--- src/nsc_regs.vh ---
// constants for the network join and scan configuration block
`ifndef NSC_REGS_VH
`define NSC_REGS_VH

// command codes on the configuration port
`define NSC_CMD_ROLE      3'h0
`define NSC_CMD_MASK      3'h1
`define NSC_CMD_DWELL     3'h2
`define NSC_CMD_NODE_OPT  3'h3
`define NSC_CMD_HUB_OPT   3'h4
`define NSC_CMD_DEST_LO   3'h5
`define NSC_CMD_DEST_HI   3'h6

// reset values
`define NSC_ROLE_RST      1'h0
`define NSC_MASK_RST      16'h1FFE
`define NSC_DWELL_RST     4'h4
`define NSC_NODE_OPT_RST  8'h00
`define NSC_HUB_OPT_RST   8'h00

// legal ranges and variant masks
`define NSC_NODE_OPT_MAX  32'h0000000F
`define NSC_HUB_OPT_MAX   32'h00000007
`define NSC_DWELL_MAX     32'h0000000F
`define NSC_ROLE_MAX      32'h00000001
`define NSC_MASK_MAX      32'h0000FFFF
`define NSC_MASK_HP       16'h3FFE
`define NSC_CHAN_BASE     8'h0B
`define NSC_NAME_MAX      5'h14

// node join option bits
`define NSC_NODE_ANY_PAN  0
`define NSC_NODE_ANY_CH   1
`define NSC_NODE_AUTO     2
`define NSC_NODE_POLL     3
// coordinator join option bits
`define NSC_HUB_PAN_RES   0
`define NSC_HUB_FREQ_RES  1
`define NSC_HUB_ACCEPT    2

// timing
`define NSC_CLK_KHZ       20000
`define NSC_LOOKUP_MS     200
`define NSC_LOOKUP_CYC    (`NSC_LOOKUP_MS * `NSC_CLK_KHZ)
`define NSC_BASE_US       15360
`define NSC_BASE_CYC      ((`NSC_BASE_US * `NSC_CLK_KHZ) / 1000)

`endif

--- src/nsc_scan_walk.v ---
// channel walker: dwells on each enabled mask bit in turn
`timescale 1ns/10ps
`default_nettype none
`include "nsc_regs.vh"

module nsc_scan_walk #(
  parameter BASE_CYCLES = `NSC_BASE_CYC
) (
  // clock and reset
  input  wire        i_ref_clk,
  input  wire        i_rst_n,
  // control
  input  wire        i_start,
  input  wire [15:0] i_mask,
  input  wire [3:0]  i_dwell,
  // status
  output reg         o_busy,
  output reg  [7:0]  o_chan,
  output reg         o_done
);

  // first set bit at or above a position; 16 when none
  function [4:0] next_bit;
    input [15:0] mask;
    input [4:0]  from;
    integer      k;
    begin
      next_bit = 5'h10;
      for (k = 15; k >= 0; k = k - 1) begin
        if (mask[k] && (k >= from)) begin
          next_bit = k[4:0];
        end
      end
    end
  endfunction

  reg [15:0] mask_reg;   // mask frozen for this scan
  reg [3:0]  dwell_reg;  // exponent frozen for this scan
  reg [4:0]  idx_reg;    // channel bit in use
  reg [31:0] base_reg;   // cycles left in one base period
  reg [15:0] per_reg;    // base periods left on this channel
  wire [4:0] first_idx;  // first enabled bit of the new mask
  wire [4:0] after_idx;  // next enabled bit after the current

  assign first_idx = next_bit(i_mask, 5'h00);
  assign after_idx = next_bit(mask_reg, idx_reg + 5'h01);

  // walk: each channel takes 2^dwell base periods
  always @(posedge i_ref_clk) begin
    if (!i_rst_n) begin
      mask_reg  <= 16'h0000;
      dwell_reg <= 4'h0;
      idx_reg   <= 5'h00;
      base_reg  <= 32'h00000000;
      per_reg   <= 16'h0000;
      o_busy    <= 1'b0;
      o_chan    <= 8'h00;
      o_done    <= 1'b0;
    end else begin
      o_done <= 1'b0;
      if (!o_busy) begin
        if (i_start) begin
          // only enabled channels are visited
          mask_reg  <= i_mask;
          dwell_reg <= i_dwell;
          if (first_idx[4]) begin
            // empty mask: finish at once
            o_done <= 1'b1;
          end else begin
            o_busy   <= 1'b1;
            idx_reg  <= first_idx;
            o_chan   <= `NSC_CHAN_BASE + {4'h0, first_idx[3:0]};
            base_reg <= BASE_CYCLES - 1;
            per_reg  <= (16'h0001 << i_dwell) - 16'h0001;
          end
        end
      end else if (base_reg != 32'h00000000) begin
        // inside one base period
        base_reg <= base_reg - 32'h00000001;
      end else if (per_reg != 16'h0000) begin
        // next base period on the same channel
        per_reg  <= per_reg - 16'h0001;
        base_reg <= BASE_CYCLES - 1;
      end else if (after_idx[4]) begin
        // last channel done
        o_busy <= 1'b0;
        o_done <= 1'b1;
      end else begin
        // advance to the next enabled bit
        idx_reg  <= after_idx;
        o_chan   <= `NSC_CHAN_BASE + {4'h0, after_idx[3:0]};
        base_reg <= BASE_CYCLES - 1;
        per_reg  <= (16'h0001 << dwell_reg) - 16'h0001;
      end
    end
  end

endmodule
`default_nettype wire

--- src/nsc_top.v ---
// network join and scan configuration: settings, name lookup, scans
`timescale 1ns/10ps
`default_nettype none
`include "nsc_regs.vh"

// Operation
// - successful lookup loads destination high/low words
// - then answer ok and leave command mode
// - timeout or blank name gives error answer
// - mask restricts every active and energy scan
// - mask resets 0x1FFE; high power forbids 0,14,15
// - scan time channels times 2^dwell times base
// - dwell exponent 0 to 15, resets to 4
// - dwell sets join and reselection scan lengths
// - node bit0 allows joining any network number
// - node bit1 allows joining on any channel
// - node bit2 retries joining; beacon always joins
// - node bit3 polls coordinator on pin wake
// - node options 0 to 15, reset zero
// - hub bit0 reselects network number by scan
// - hub bit1 reselects channel by energy scan
// - hub bit2 accepts or refuses joining nodes
// - hub options 0 to 7, reset zero
// - standard mask 0xFFFF, high power 0x3FFE
module nsc_top #(
  parameter HIGH_POWER     = 0,
  parameter LOOKUP_CYCLES  = `NSC_LOOKUP_CYC,
  parameter BASE_CYCLES    = `NSC_BASE_CYC
) (
  // clock and reset
  input  wire        i_ref_clk,
  input  wire        i_rst_n,
  // command port
  input  wire        i_cmd_enter,
  input  wire        i_cmd_valid,
  input  wire        i_cmd_write,
  input  wire [2:0]  i_cmd_code,
  input  wire [31:0] i_cmd_data,
  output reg         o_rsp_valid,
  output reg         o_rsp_ok,
  output reg  [31:0] o_rsp_data,
  output reg         o_cmd_mode,
  // name lookup
  input  wire        i_lookup_valid,
  input  wire [4:0]  i_lookup_len,
  output reg         o_lookup_req,
  input  wire        i_node_found,
  input  wire [31:0] i_node_addr_hi,
  input  wire [31:0] i_node_addr_lo,
  output reg  [31:0] o_dest_addr_hi,
  output reg  [31:0] o_dest_addr_lo,
  // scans
  input  wire        i_scan_start,
  input  wire        i_scan_energy,
  output wire        o_scan_busy,
  output wire [7:0]  o_scan_chan,
  output wire        o_scan_done,
  output reg         o_scan_energy,
  // join settings to the radio
  input  wire        i_beacon_mode,
  input  wire        i_pin_wake,
  output reg         o_role_coord,
  output reg  [15:0] o_channel_mask,
  output reg  [3:0]  o_dwell_exponent,
  output reg         o_join_any_pan,
  output reg         o_join_any_chan,
  output reg         o_auto_join,
  output reg         o_pan_reselect,
  output reg         o_freq_reselect,
  output reg         o_accept_joiners,
  output reg         o_poll_req
);

  ////////////////////////////////////////////////////////////////////////
  // state and storage

  localparam [2:0] LK_IDLE = 3'b001;  // no lookup running
  localparam [2:0] LK_WAIT = 3'b010;  // waiting for a node answer
  localparam [2:0] LK_DONE = 3'b100;  // answer sent, leaving mode

  reg [2:0]  lk_state_reg;            // lookup state
  reg [2:0]  lk_state_next;
  reg [31:0] lk_cnt_reg;              // lookup timeout counter
  reg [31:0] lk_cnt_next;
  reg [7:0]  node_opt_reg;            // end-node join options
  reg [7:0]  hub_opt_reg;             // coordinator join options
  reg        wake_s1_reg;             // pin wake sync, first stage
  reg        wake_s2_reg;             // pin wake sync, second stage
  reg        wake_d_reg;              // delayed copy for edge find
  reg        ok_next;                 // command answer, ok flag
  reg [31:0] data_next;               // command answer, read data
  reg        wr_next;                 // command is a legal write

  // mask allowed by the fitted variant
  wire [15:0] mask_allowed;
  assign mask_allowed = (HIGH_POWER != 0) ? `NSC_MASK_HP : 16'hFFFF;

  // true when a value fits under a limit
  function in_range;
    input [31:0] value;
    input [31:0] limit;
    begin
      in_range = (value <= limit);
    end
  endfunction

  ////////////////////////////////////////////////////////////////////////
  // command decode: read or checked write of one setting

  always @* begin
    ok_next   = o_cmd_mode;
    data_next = 32'h00000000;
    wr_next   = 1'b0;
    case (i_cmd_code)
      `NSC_CMD_ROLE: begin
        data_next = {31'h0, o_role_coord};
        if (i_cmd_write) begin
          ok_next = ok_next && in_range(i_cmd_data, `NSC_ROLE_MAX);
        end
      end
      `NSC_CMD_MASK: begin
        data_next = {16'h0000, o_channel_mask};
        if (i_cmd_write) begin
          // forbidden channel bits are an error
          ok_next = ok_next && in_range(i_cmd_data, `NSC_MASK_MAX) &&
                    ((i_cmd_data[15:0] & ~mask_allowed) == 16'h0000);
        end
      end
      `NSC_CMD_DWELL: begin
        data_next = {28'h0, o_dwell_exponent};
        if (i_cmd_write) begin
          ok_next = ok_next && in_range(i_cmd_data, `NSC_DWELL_MAX);
        end
      end
      `NSC_CMD_NODE_OPT: begin
        data_next = {24'h0, node_opt_reg};
        if (i_cmd_write) begin
          // reserved upper bits may not be set
          ok_next = ok_next && in_range(i_cmd_data, `NSC_NODE_OPT_MAX);
        end
      end
      `NSC_CMD_HUB_OPT: begin
        data_next = {24'h0, hub_opt_reg};
        if (i_cmd_write) begin
          // reserved upper bits may not be set
          ok_next = ok_next && in_range(i_cmd_data, `NSC_HUB_OPT_MAX);
        end
      end
      `NSC_CMD_DEST_LO: begin
        data_next = o_dest_addr_lo;
        ok_next   = ok_next && !i_cmd_write;
      end
      `NSC_CMD_DEST_HI: begin
        data_next = o_dest_addr_hi;
        ok_next   = ok_next && !i_cmd_write;
      end
      default: begin
        // unknown command
        ok_next = 1'b0;
      end
    endcase
    wr_next = i_cmd_write && ok_next;
    if (!ok_next) begin
      data_next = 32'h00000000;
    end
  end

  ////////////////////////////////////////////////////////////////////////
  // lookup state machine

  always @* begin
    lk_state_next = lk_state_reg;
    lk_cnt_next   = lk_cnt_reg;
    case (lk_state_reg)
      LK_IDLE: begin
        lk_cnt_next = 32'h00000000;
        // blank or overlong names end at once with error
        if (i_lookup_valid && o_cmd_mode && (i_lookup_len != 5'h00) &&
            (i_lookup_len <= `NSC_NAME_MAX)) begin
          lk_state_next = LK_WAIT;
        end
      end
      LK_WAIT: begin
        lk_cnt_next = lk_cnt_reg + 32'h00000001;
        if (i_node_found) begin
          lk_state_next = LK_DONE;
        end else if (lk_cnt_reg >= LOOKUP_CYCLES - 1) begin
          lk_state_next = LK_IDLE;
        end
      end
      LK_DONE: begin
        lk_state_next = LK_IDLE;
      end
      default: begin
        lk_state_next = LK_IDLE;
      end
    endcase
  end

  ////////////////////////////////////////////////////////////////////////
  // lookup, answers and command mode

  always @(posedge i_ref_clk) begin
    if (!i_rst_n) begin
      lk_state_reg   <= LK_IDLE;
      lk_cnt_reg     <= 32'h00000000;
      o_rsp_valid    <= 1'b0;
      o_rsp_ok       <= 1'b0;
      o_rsp_data     <= 32'h00000000;
      o_cmd_mode     <= 1'b0;
      o_lookup_req   <= 1'b0;
      o_dest_addr_hi <= 32'h00000000;
      o_dest_addr_lo <= 32'h00000000;
    end else begin
      lk_state_reg <= lk_state_next;
      lk_cnt_reg   <= lk_cnt_next;
      o_rsp_valid  <= 1'b0;
      o_lookup_req <= 1'b0;
      if (i_cmd_enter) begin
        o_cmd_mode <= 1'b1;
      end
      if (lk_state_reg == LK_IDLE && i_lookup_valid) begin
        if (lk_state_next == LK_WAIT) begin
          o_lookup_req <= 1'b1;             // ask the radio for the node
        end else begin
          o_rsp_valid <= 1'b1;              // blank name: error
          o_rsp_ok    <= 1'b0;
          o_rsp_data  <= 32'h00000000;
        end
      end else if (lk_state_reg == LK_WAIT) begin
        if (i_node_found) begin
          o_dest_addr_hi <= i_node_addr_hi;
          o_dest_addr_lo <= i_node_addr_lo;
          o_rsp_valid    <= 1'b1;           // ok answer
          o_rsp_ok       <= 1'b1;
          o_rsp_data     <= 32'h00000000;
        end else if (lk_state_next == LK_IDLE) begin
          o_rsp_valid <= 1'b1;              // timeout: error
          o_rsp_ok    <= 1'b0;
          o_rsp_data  <= 32'h00000000;
        end
      end else if (lk_state_reg == LK_DONE) begin
        o_cmd_mode <= 1'b0;                 // leave mode unasked
      end else if (i_cmd_valid) begin
        o_rsp_valid <= 1'b1;
        o_rsp_ok    <= ok_next;
        o_rsp_data  <= data_next;
      end
    end
  end

  ////////////////////////////////////////////////////////////////////////
  // settings written by commands

  always @(posedge i_ref_clk) begin
    if (!i_rst_n) begin
      o_role_coord     <= `NSC_ROLE_RST;
      o_channel_mask   <= `NSC_MASK_RST;
      o_dwell_exponent <= `NSC_DWELL_RST;
      node_opt_reg     <= `NSC_NODE_OPT_RST;
      hub_opt_reg      <= `NSC_HUB_OPT_RST;
    end else if (i_cmd_valid && wr_next && lk_state_reg == LK_IDLE &&
                 !i_lookup_valid) begin
      case (i_cmd_code)
        `NSC_CMD_ROLE: begin
          o_role_coord <= i_cmd_data[0];
        end
        `NSC_CMD_MASK: begin
          o_channel_mask <= i_cmd_data[15:0] & mask_allowed;
        end
        `NSC_CMD_DWELL: begin
          o_dwell_exponent <= i_cmd_data[3:0];
        end
        `NSC_CMD_NODE_OPT: begin
          node_opt_reg <= {4'h0, i_cmd_data[3:0]};
        end
        `NSC_CMD_HUB_OPT: begin
          hub_opt_reg <= {5'h00, i_cmd_data[2:0]};
        end
        default: begin
          // destination words are loaded by lookup only
        end
      endcase
    end
  end

  ////////////////////////////////////////////////////////////////////////
  // join behaviour decoded from the role and options

  always @(posedge i_ref_clk) begin
    if (!i_rst_n) begin
      o_join_any_pan   <= 1'b0;
      o_join_any_chan  <= 1'b0;
      o_auto_join      <= 1'b0;
      o_pan_reselect   <= 1'b0;
      o_freq_reselect  <= 1'b0;
      o_accept_joiners <= 1'b0;
      o_scan_energy    <= 1'b0;
    end else begin
      // end-node options only count as end node
      o_join_any_pan  <= !o_role_coord &&
                         node_opt_reg[`NSC_NODE_ANY_PAN];
      o_join_any_chan <= !o_role_coord &&
                         node_opt_reg[`NSC_NODE_ANY_CH];
      // beacon networks join regardless of the bit
      o_auto_join     <= !o_role_coord &&
                         (node_opt_reg[`NSC_NODE_AUTO] ||
                          i_beacon_mode);
      // coordinator options only count as coordinator
      o_pan_reselect   <= o_role_coord &&
                          hub_opt_reg[`NSC_HUB_PAN_RES];
      o_freq_reselect  <= o_role_coord &&
                          hub_opt_reg[`NSC_HUB_FREQ_RES];
      o_accept_joiners <= o_role_coord &&
                          hub_opt_reg[`NSC_HUB_ACCEPT];
      if (i_scan_start && !o_scan_busy) begin
        o_scan_energy <= i_scan_energy;     // kind of the scan running
      end
    end
  end

  ////////////////////////////////////////////////////////////////////////
  // pin wake: synchronise, then poll on the rising edge

  always @(posedge i_ref_clk) begin
    if (!i_rst_n) begin
      wake_s1_reg <= 1'b0;
      wake_s2_reg <= 1'b0;
      wake_d_reg  <= 1'b0;
      o_poll_req  <= 1'b0;
    end else begin
      wake_s1_reg <= i_pin_wake;
      wake_s2_reg <= wake_s1_reg;
      wake_d_reg  <= wake_s2_reg;
      o_poll_req  <= wake_s2_reg && !wake_d_reg && !o_role_coord &&
                     node_opt_reg[`NSC_NODE_POLL];
    end
  end

  ////////////////////////////////////////////////////////////////////////
  // scan engine; all scans share the mask and dwell

  nsc_scan_walk #(
    .BASE_CYCLES (BASE_CYCLES)
  ) u_walk (
    .i_ref_clk (i_ref_clk),
    .i_rst_n   (i_rst_n),
    .i_start   (i_scan_start),
    .i_mask    (o_channel_mask),
    .i_dwell   (o_dwell_exponent),
    .o_busy    (o_scan_busy),
    .o_chan    (o_scan_chan),
    .o_done    (o_scan_done)
  );

endmodule
`default_nettype wire

--- config.mk ---
export PLATFORM = sky130hd
export DESIGN_NAME = nsc_top
export DESIGN_NICKNAME = d
export VERILOG_FILES = /design/src/nsc_scan_walk.v /design/src/nsc_top.v
export VERILOG_INCLUDE_DIRS = /design/src
export SDC_FILE = /design/constraint.sdc
export NUM_CORES = 1
export LEC_CHECK = 0
export BUFFER_PORTS_ARGS = -buffer_cell sky130_fd_sc_hd__buf_2
export CAP_MARGIN = 0
export CORE_MARGIN = 5
export CORE_UTILIZATION = 52
export CTS_BUF_LIST = sky130_fd_sc_hd__clkbuf_8
export CTS_CLUSTER_SIZE = 40
export DETAILED_ROUTE_END_ITERATION = 8
export HOLD_SLACK_MARGIN = 0.12
export PLACE_DENSITY = 0.87
export SKIP_CTS_REPAIR_TIMING = 1
export SLEW_MARGIN = 0
export SYNTH_ARGS = -nofsm -noshare
export SYNTH_HDL_FRONTEND = slang
export SYNTH_SLANG_ARGS = --single-unit
--- constraint.sdc ---
create_clock -name i_ref_clk -period 2.9 [get_ports i_ref_clk]
set_input_delay 0.435 -clock i_ref_clk [delete_from_list [all_inputs] [get_ports i_ref_clk]]
set_output_delay 0.435 -clock i_ref_clk [all_outputs]
set_load 0.02 [all_outputs]
# Word-level counts from Yosys, hierarchy flattened
# Index checks and enable logic that the tools add are counted.
[totals]
register_bits = 257
latch_bits = 0
mem_bits_rw = 0
romBits = 0
inputBits = 115
out_inout_bits = 139
word_cells = 259
memories = 0
[op_classes]
add_sub_neg = 8
mul = 0
div = 0
magnitude_cmp = 22
n_eq_ne = 20
n_shift = 2
muxes = 106
bitwise_logic = 2
reduce_logical = 66
[op_table]
columns = ["op", "n"]
rows = [
  ["32-bit two-way mux", 14],
  ["32-bit one-hot mux with 7 select lines", 1],
  ["5-bit two-way mux", 38],
  ["16-bit two-way mux", 6],
  ["32-bit one-hot mux with 2 select lines", 1],
  ["8-bit two-way mux", 6],
  ["16-bit by 1-bit subtractor with 16-bit output (second input constant)", 3],
  ["4-bit by 5-bit greater-or-equal comparator with 1-bit output (first input constant)", 8],
  ["1-bit logical AND", 39],
  ["1-bit two-way mux", 35],
  ["32-bit by 1-bit adder with 32-bit output (second input constant)", 1],
  ["32-bit by 22-bit greater-or-equal comparator with 1-bit output (second input constant)", 1],
  ["32-bit by 1-bit less-or-equal comparator with 1-bit output (second input constant)", 1],
  ["32-bit by 16-bit less-or-equal comparator with 1-bit output (second input constant)", 1],
  ["32-bit by 3-bit less-or-equal comparator with 1-bit output (second input constant)", 1],
  ["32-bit by 4-bit less-or-equal comparator with 1-bit output (second input constant)", 1],
  ["32-bit nonzero test", 1],
  ["1-bit by 4-bit left shift with 16-bit output (first input constant)", 2],
  ["32-bit by 1-bit subtractor with 32-bit output (second input constant)", 1],
  ["3-bit by 5-bit greater-or-equal comparator with 1-bit output (first input constant)", 4],
  ["16-bit nonzero test", 1],
  ["2-bit AND reduction", 7],
  ["3-bit by 2-bit == test with 1-bit output (second input constant)", 4],
  ["3-bit == test (second input constant)", 4],
  ["25 further kinds", 45],
]

# Longest topological paths before layout
[depth]
word_depth = 24
ltp_mapped = 15
depth_no_buf = 13

# Modules after synthesis
# A second synthesis with hierarchy kept.
[hier_totals]
cells_unflattened = 1582
area_unflattened_um2 = 12524.5
[modules_own_cells]
columns = ["mod", "n_inst", "cells_per_inst", "area_each_um2", "seq_area_each_um2"]
rows = [
  ["nsc_top", 1, 893, 7409.6, 3483.3],
  ["nsc_scan_walk", 1, 689, 5114.9, 1581.5],
]

# Worst setup path after synthesis
# No wires, ideal clock.
[synth_timing]
kind = "flip-flop to flip-flop"
startpoint = "register u_walk.o_busy"
endpoint = "register u_walk.per_reg[14]"
setup_ns = 0.070
arrival_time_ns = 3.108
required_time_ns = 2.830
slack_ns = -0.278
stages_incl_launch_ff = 15
path_buffers = 4
synth_period_minus_slack_ns = 3.178
path_cell_list = "dfxtp_1 clkbuf_1 clkbuf_1 buf_1 clkbuf_1 o21ai_0 a21oi_1 ha_1 o311a_1 o211ai_1 nor3_1 nand2_1 xnor2_1 nand2_1 a21oi_1"
[synth_via]
elab_chain_len = 2
elab_cells_between_ends = 6
classes_between = "eq/ne: 3; mux: 1; reduce/logical: 2"
[synth_rtl]
columns = ["element", "line", "text"]
rows = [
  ["start, declared", "nsc_scan_walk.v:17", "output reg o_busy,"],
  ["start signal, assigned", "nsc_scan_walk.v:56", "o_busy <= 1'b0;"],
  ["start signal, assigned", "nsc_scan_walk.v:70", "o_busy <= 1'b1;"],
  ["start signal, assigned", "nsc_scan_walk.v:86", "o_busy <= 1'b0;"],
  ["3-bit != test (no line), or another cell as far along", "n/a", ""],
  ["4-bit AND reduction (no line)", "n/a", ""],
  ["end signal, assigned", "nsc_scan_walk.v:74", "per_reg <= (16'h0001 << i_dwell) - 16'h0001;"],
  ["end signal, assigned", "nsc_scan_walk.v:82", "per_reg <= per_reg - 16'h0001;"],
  ["end signal, assigned", "nsc_scan_walk.v:93", "per_reg <= (16'h0001 << dwell_reg) - 16'h0001;"],
  ["end, declared", "nsc_scan_walk.v:41", "reg [15:0] per_reg;"],
]
# Parallel ways exist; a longest one is shown, timed or not.
# A chain may end at the register's enable or synchronous reset.

# Worst setup path in the final report
[layout_timing]
startpoint = "register u_walk.idx_reg[1]"
endpoint = "register u_walk.base_reg[20]"
[layout_via]
elab_chain_len = 21
elab_cells_between_ends = 51
classes_between = "add/sub: 1; order compare: 16; eq/ne: 1; mux: 16; reduce/logical: 17"
[layout_rtl]
columns = ["element", "line", "text"]
rows = [
  ["start, declared", "nsc_scan_walk.v:39", "reg [4:0] idx_reg;"],
  ["start signal, assigned", "nsc_scan_walk.v:71", "idx_reg <= first_idx;"],
  ["start signal, assigned", "nsc_scan_walk.v:90", "idx_reg <= after_idx;"],
  ["5-bit by 1-bit adder with 5-bit output *", "nsc_scan_walk.v:46", "assign after_idx = next_bit(mask_reg, idx_reg + 5'h01);"],
  ["4-bit by 5-bit greater-or-equal comparator with 1-bit output", "nsc_scan_walk.v:30", "if (mask[k] && (k >= from)) begin"],
  ["1-bit logical AND", "nsc_scan_walk.v:30", ""],
  ["5-bit two-way mux (15 in series)", "nsc_scan_walk.v:30", ""],
  ["5-bit two-way mux *", "nsc_scan_walk.v:30", ""],
  ["4-bit != test (no line) *", "n/a", ""],
  ["3-bit AND reduction (no line) *", "n/a", ""],
  ["end signal, assigned", "nsc_scan_walk.v:73", "base_reg <= BASE_CYCLES - 1;"],
  ["end signal, assigned", "nsc_scan_walk.v:79", "base_reg <= base_reg - 32'h00000001;"],
  ["end signal, assigned", "nsc_scan_walk.v:83", "base_reg <= BASE_CYCLES - 1;"],
  ["end, declared", "nsc_scan_walk.v:40", "reg [31:0] base_reg;"],
]
# Every way passes the cells marked *; elsewhere a longest branch is shown, timed or not.

==> summary.md <==
| Metric | Value |
|---|---|
| Pleak | 6.352 nW |
| Total GRT Usage | about 28% |
| Minimum clock period | 2894 ps |
| Most frequent cells in the layout | 285 x nand2_1, 251 x dfxtp_1, 250 x buf_2, 181 x a21oi_1, 114 x nor2_1 |
| Final Skew | 21.77 ps |
| DR vias/cell | approximately 5.9 |
| Status | finished clean |
| I/O pin count | around 250 |
| Syn Area/Cell | 7.821 um2 |
| Total length of routed wires | 40830 um |
| CTS tree | yes |
| Input/output buffers | 250 |
| Root Driver | clkbuf_8 |
| CP max FO | 15 |
| Pwr/cell area | 512.1 mW/mm2 |
| Max_cap viols | 0 |
| Gpl congestion | between 0.9 and 1 |
| Cell Chain, Critical Path | inv_2, ha_4, or3b_4, o21a_1, o21ai_1, nand2_1, or3_4, nor3_4, buf_12, buf_4, nor4_1, xnor2_1, nor2_1 |
| Max Freq | 345.5 MHz |
| Commonest non-fill, non-tap cell in the layout | nand2_1 |
| # rows | 56 |
| Final cell count without fillers | roughly 2200 |
| Max-slew violation count | 0 |
| Crit path kind | reg -> reg |
| Slew of the pin with the lowest slew margin | 702.5 ps |
| Endpoints failing setup | 0 |
| Chip width | 164.7 um |
| Top cells by area, synth | dfxtp_1 41%, nand2_1 8.7%, a21oi_1 7.4% |
| Sequential fraction of the synthesis area | between 40% and 50% |
| Drt first-iter violations | ~1500 |
| Vias | between 10000 and 15000 |
| Fin nets | 2012 |
| IR drop worst, VDD | 0.0004012 V |
| Residual DRC | 0 |
| ANT nets after route | 0 |
| Synthesized flop and latch total | 253 |
| RSZ-0062 raised after global routing | yes |
| Power after layout | 0.008036 W |
| HP Class | in -> reg |
| HPWL after DPL | 28240 um |
| Final core utilization | 66.66% |
| Crit end category | register |
| Top cell type by total area after synthesis | dfxtp_1 |
| H-tree Lvls | 2 |
| Starting Density | 52.89% |
| Ys flop type | dfxtp_1 |
| Worst Setup Start Kind | register |
| Synth async-reset ratio | 0% |
| Area Overhead vs Synth | 26.04% |
| Crit path DAT | 3330 ps |
| CP delay by family, top | simple AND/OR/NAND/NOR gates |
| Critical-path top delay cell | or3_4 |
| Placed cell count | 2134 |
| CP bufs+invs | 3 |
| YS warnings | 0 |
| DRT Pass-1 Iters | 6 |
| Worst relative slew slack | a little over half |
| Share of layout cells above drive strength 1 | around a quarter |
| Core area | ~0.024 mm2 |
| Clk buf depth | 3 |
| Post-synth top area share | 40.68% |
| Final period utilization | 99.79% |
| Final Hold Fails | 0 |
| Grt ovf | 0 |
| Vias in the first global route | between 10000 and 15000 |
| CTS clk-pin slew, worst paths | 60 ps |
| WL per Instance | 18.22 um |
| Yosys cell types | just over 90 |
| Total CTS buffers | between 40 and 50 |
| # fillers | 1930 |
| Worst stage delay on the critical path | ~400 ps |
| Synth Cell Area | 0.01245 mm2 |
| First-pass GRT wire length | 61950 um |
| CP required | around 3300 ps |
| Antenna violations before repair | 5 |
| Cells after Synth | 1592 |
| Clock Sinks | roughly 250 |
| EDFF count, synth | 0 |
| Die extent in y | about 160 um |
| Largest net degree at the start of global routing | 72 |
| Die area | 0.02714 mm2 |
| Clk_lat worst skew | 560 ps |
## worst reg2reg max path, stage by stage (launching register included)
cell and delay [ps]:
dfxtp_2 360, inv_2 60, ha_4 290, or3b_4 380, o21a_1 220, o21ai_1 130
nand2_1 90, or3_4 400, nor3_4 260, buf_12 180, buf_4 120, nor4_1 50
xnor2_1 210, nor2_1 50
## logic make-up after synthesis
family / Yosys count / synth area share (%)
adders and majority gates: 9 / 0.9044
xor gates and xnor gates: 31 / 2.181
and+or+nand+nor: 714 / 27.94
other: 1 / 0.03012
buffers and inverters: 140 / 4.753
AOI/OAI and AO/OA: 417 / 21.15
DFF: 253 / 40.68
muxes: 27 / 2.362
## through the flow
step	area, um2	setup WS (ps)	hold WS (ps)	setup TNS (ps)
floorplan	12480	-32.78	373.4	-32.78
global route	15690	-97.11	120.4	-710.1
global placement	14400	72.25	381.6	0
finish	15690	5.992	112.8	0
CTS	15260	-94.58	79.28	-715.7
detailed placement	14400	-61.04	379.5	-237.2
## per-layer routing
metal	vias to the layer above	global-route usage [%]	wire [um]
met5	-	0	25
met4	4	10.51	1695
met3	137	6.539	3525
met2	652	45.64	19240
met1	6198	35.43	16340
li1	6278	-	-
## cell type report
type	count	area [um2]	share of cell area, %
Antenna cell	2	5.005	0.03189
Clock buffer	55	757.0	4.824
Clock inverter	22	106.4	0.6777
Inverter	23	91.34	0.5820
Multi-Input combinational cell	1201	6945	44.26
Sequential cell	253	5070	32.31
Tap cell	319	399.1	2.543
Timing Repair Buffer	366	2318	14.77
## report_power, final
group | total, W | switching [W] | leakage (nW) | internal [W]
registers | 0.00365 | 0.0000875 | 2.05 | 0.00356
clock network | 0.00319 | 0.00147 | 0.503 | 0.00171
logic | 0.00120 | 0.000677 | 3.80 | 0.000521
total | 0.00804 | 0.00224 | 6.35 | 0.00580
## path summary, 6_finish.rpt
| kind | cells past startpoint | from | endpoint | slack, ps |
|---|---|---|---|---|
| setup / recovery | 13 | u_walk.idx_reg[1] | u_walk.base_reg[20] | 6 |
| setup reg to reg | 13 | u_walk.idx_reg[1] | u_walk.base_reg[20] | 6 |
| hold / removal | 3 | i_node_addr_lo[17] | o_dest_addr_lo[17] | 110 |
| hold reg to reg | 1 | wake_d_reg | o_poll_req | 400 |
## cell usage after synthesis (8+ instances only)
library cell / count
a21oi_1: 185
and2_1: 12
buf_1: 11
o31ai_1: 25
o21a_1: 9
a22oi_1: 22
inv_1: 23
xnor2_1: 24
nand3_1: 106
nand2_1: 287
ha_1: 9
o211ai_1: 9
nand2b_1: 14
nor4_1: 26
mux2_2: 9
nor2_1: 114
clkbuf_1: 82
and3_1: 11
buf_2: 13
a22o_1: 25
o21ai_0: 60
a31oi_1: 13
nand4_1: 9
nor3_1: 32
mux2i_1: 17
dfxtp_1: 253
nor2b_1: 14
or3_1: 24
nor3b_1: 8
No activity file was read; power rests on OpenSTA's default activity.
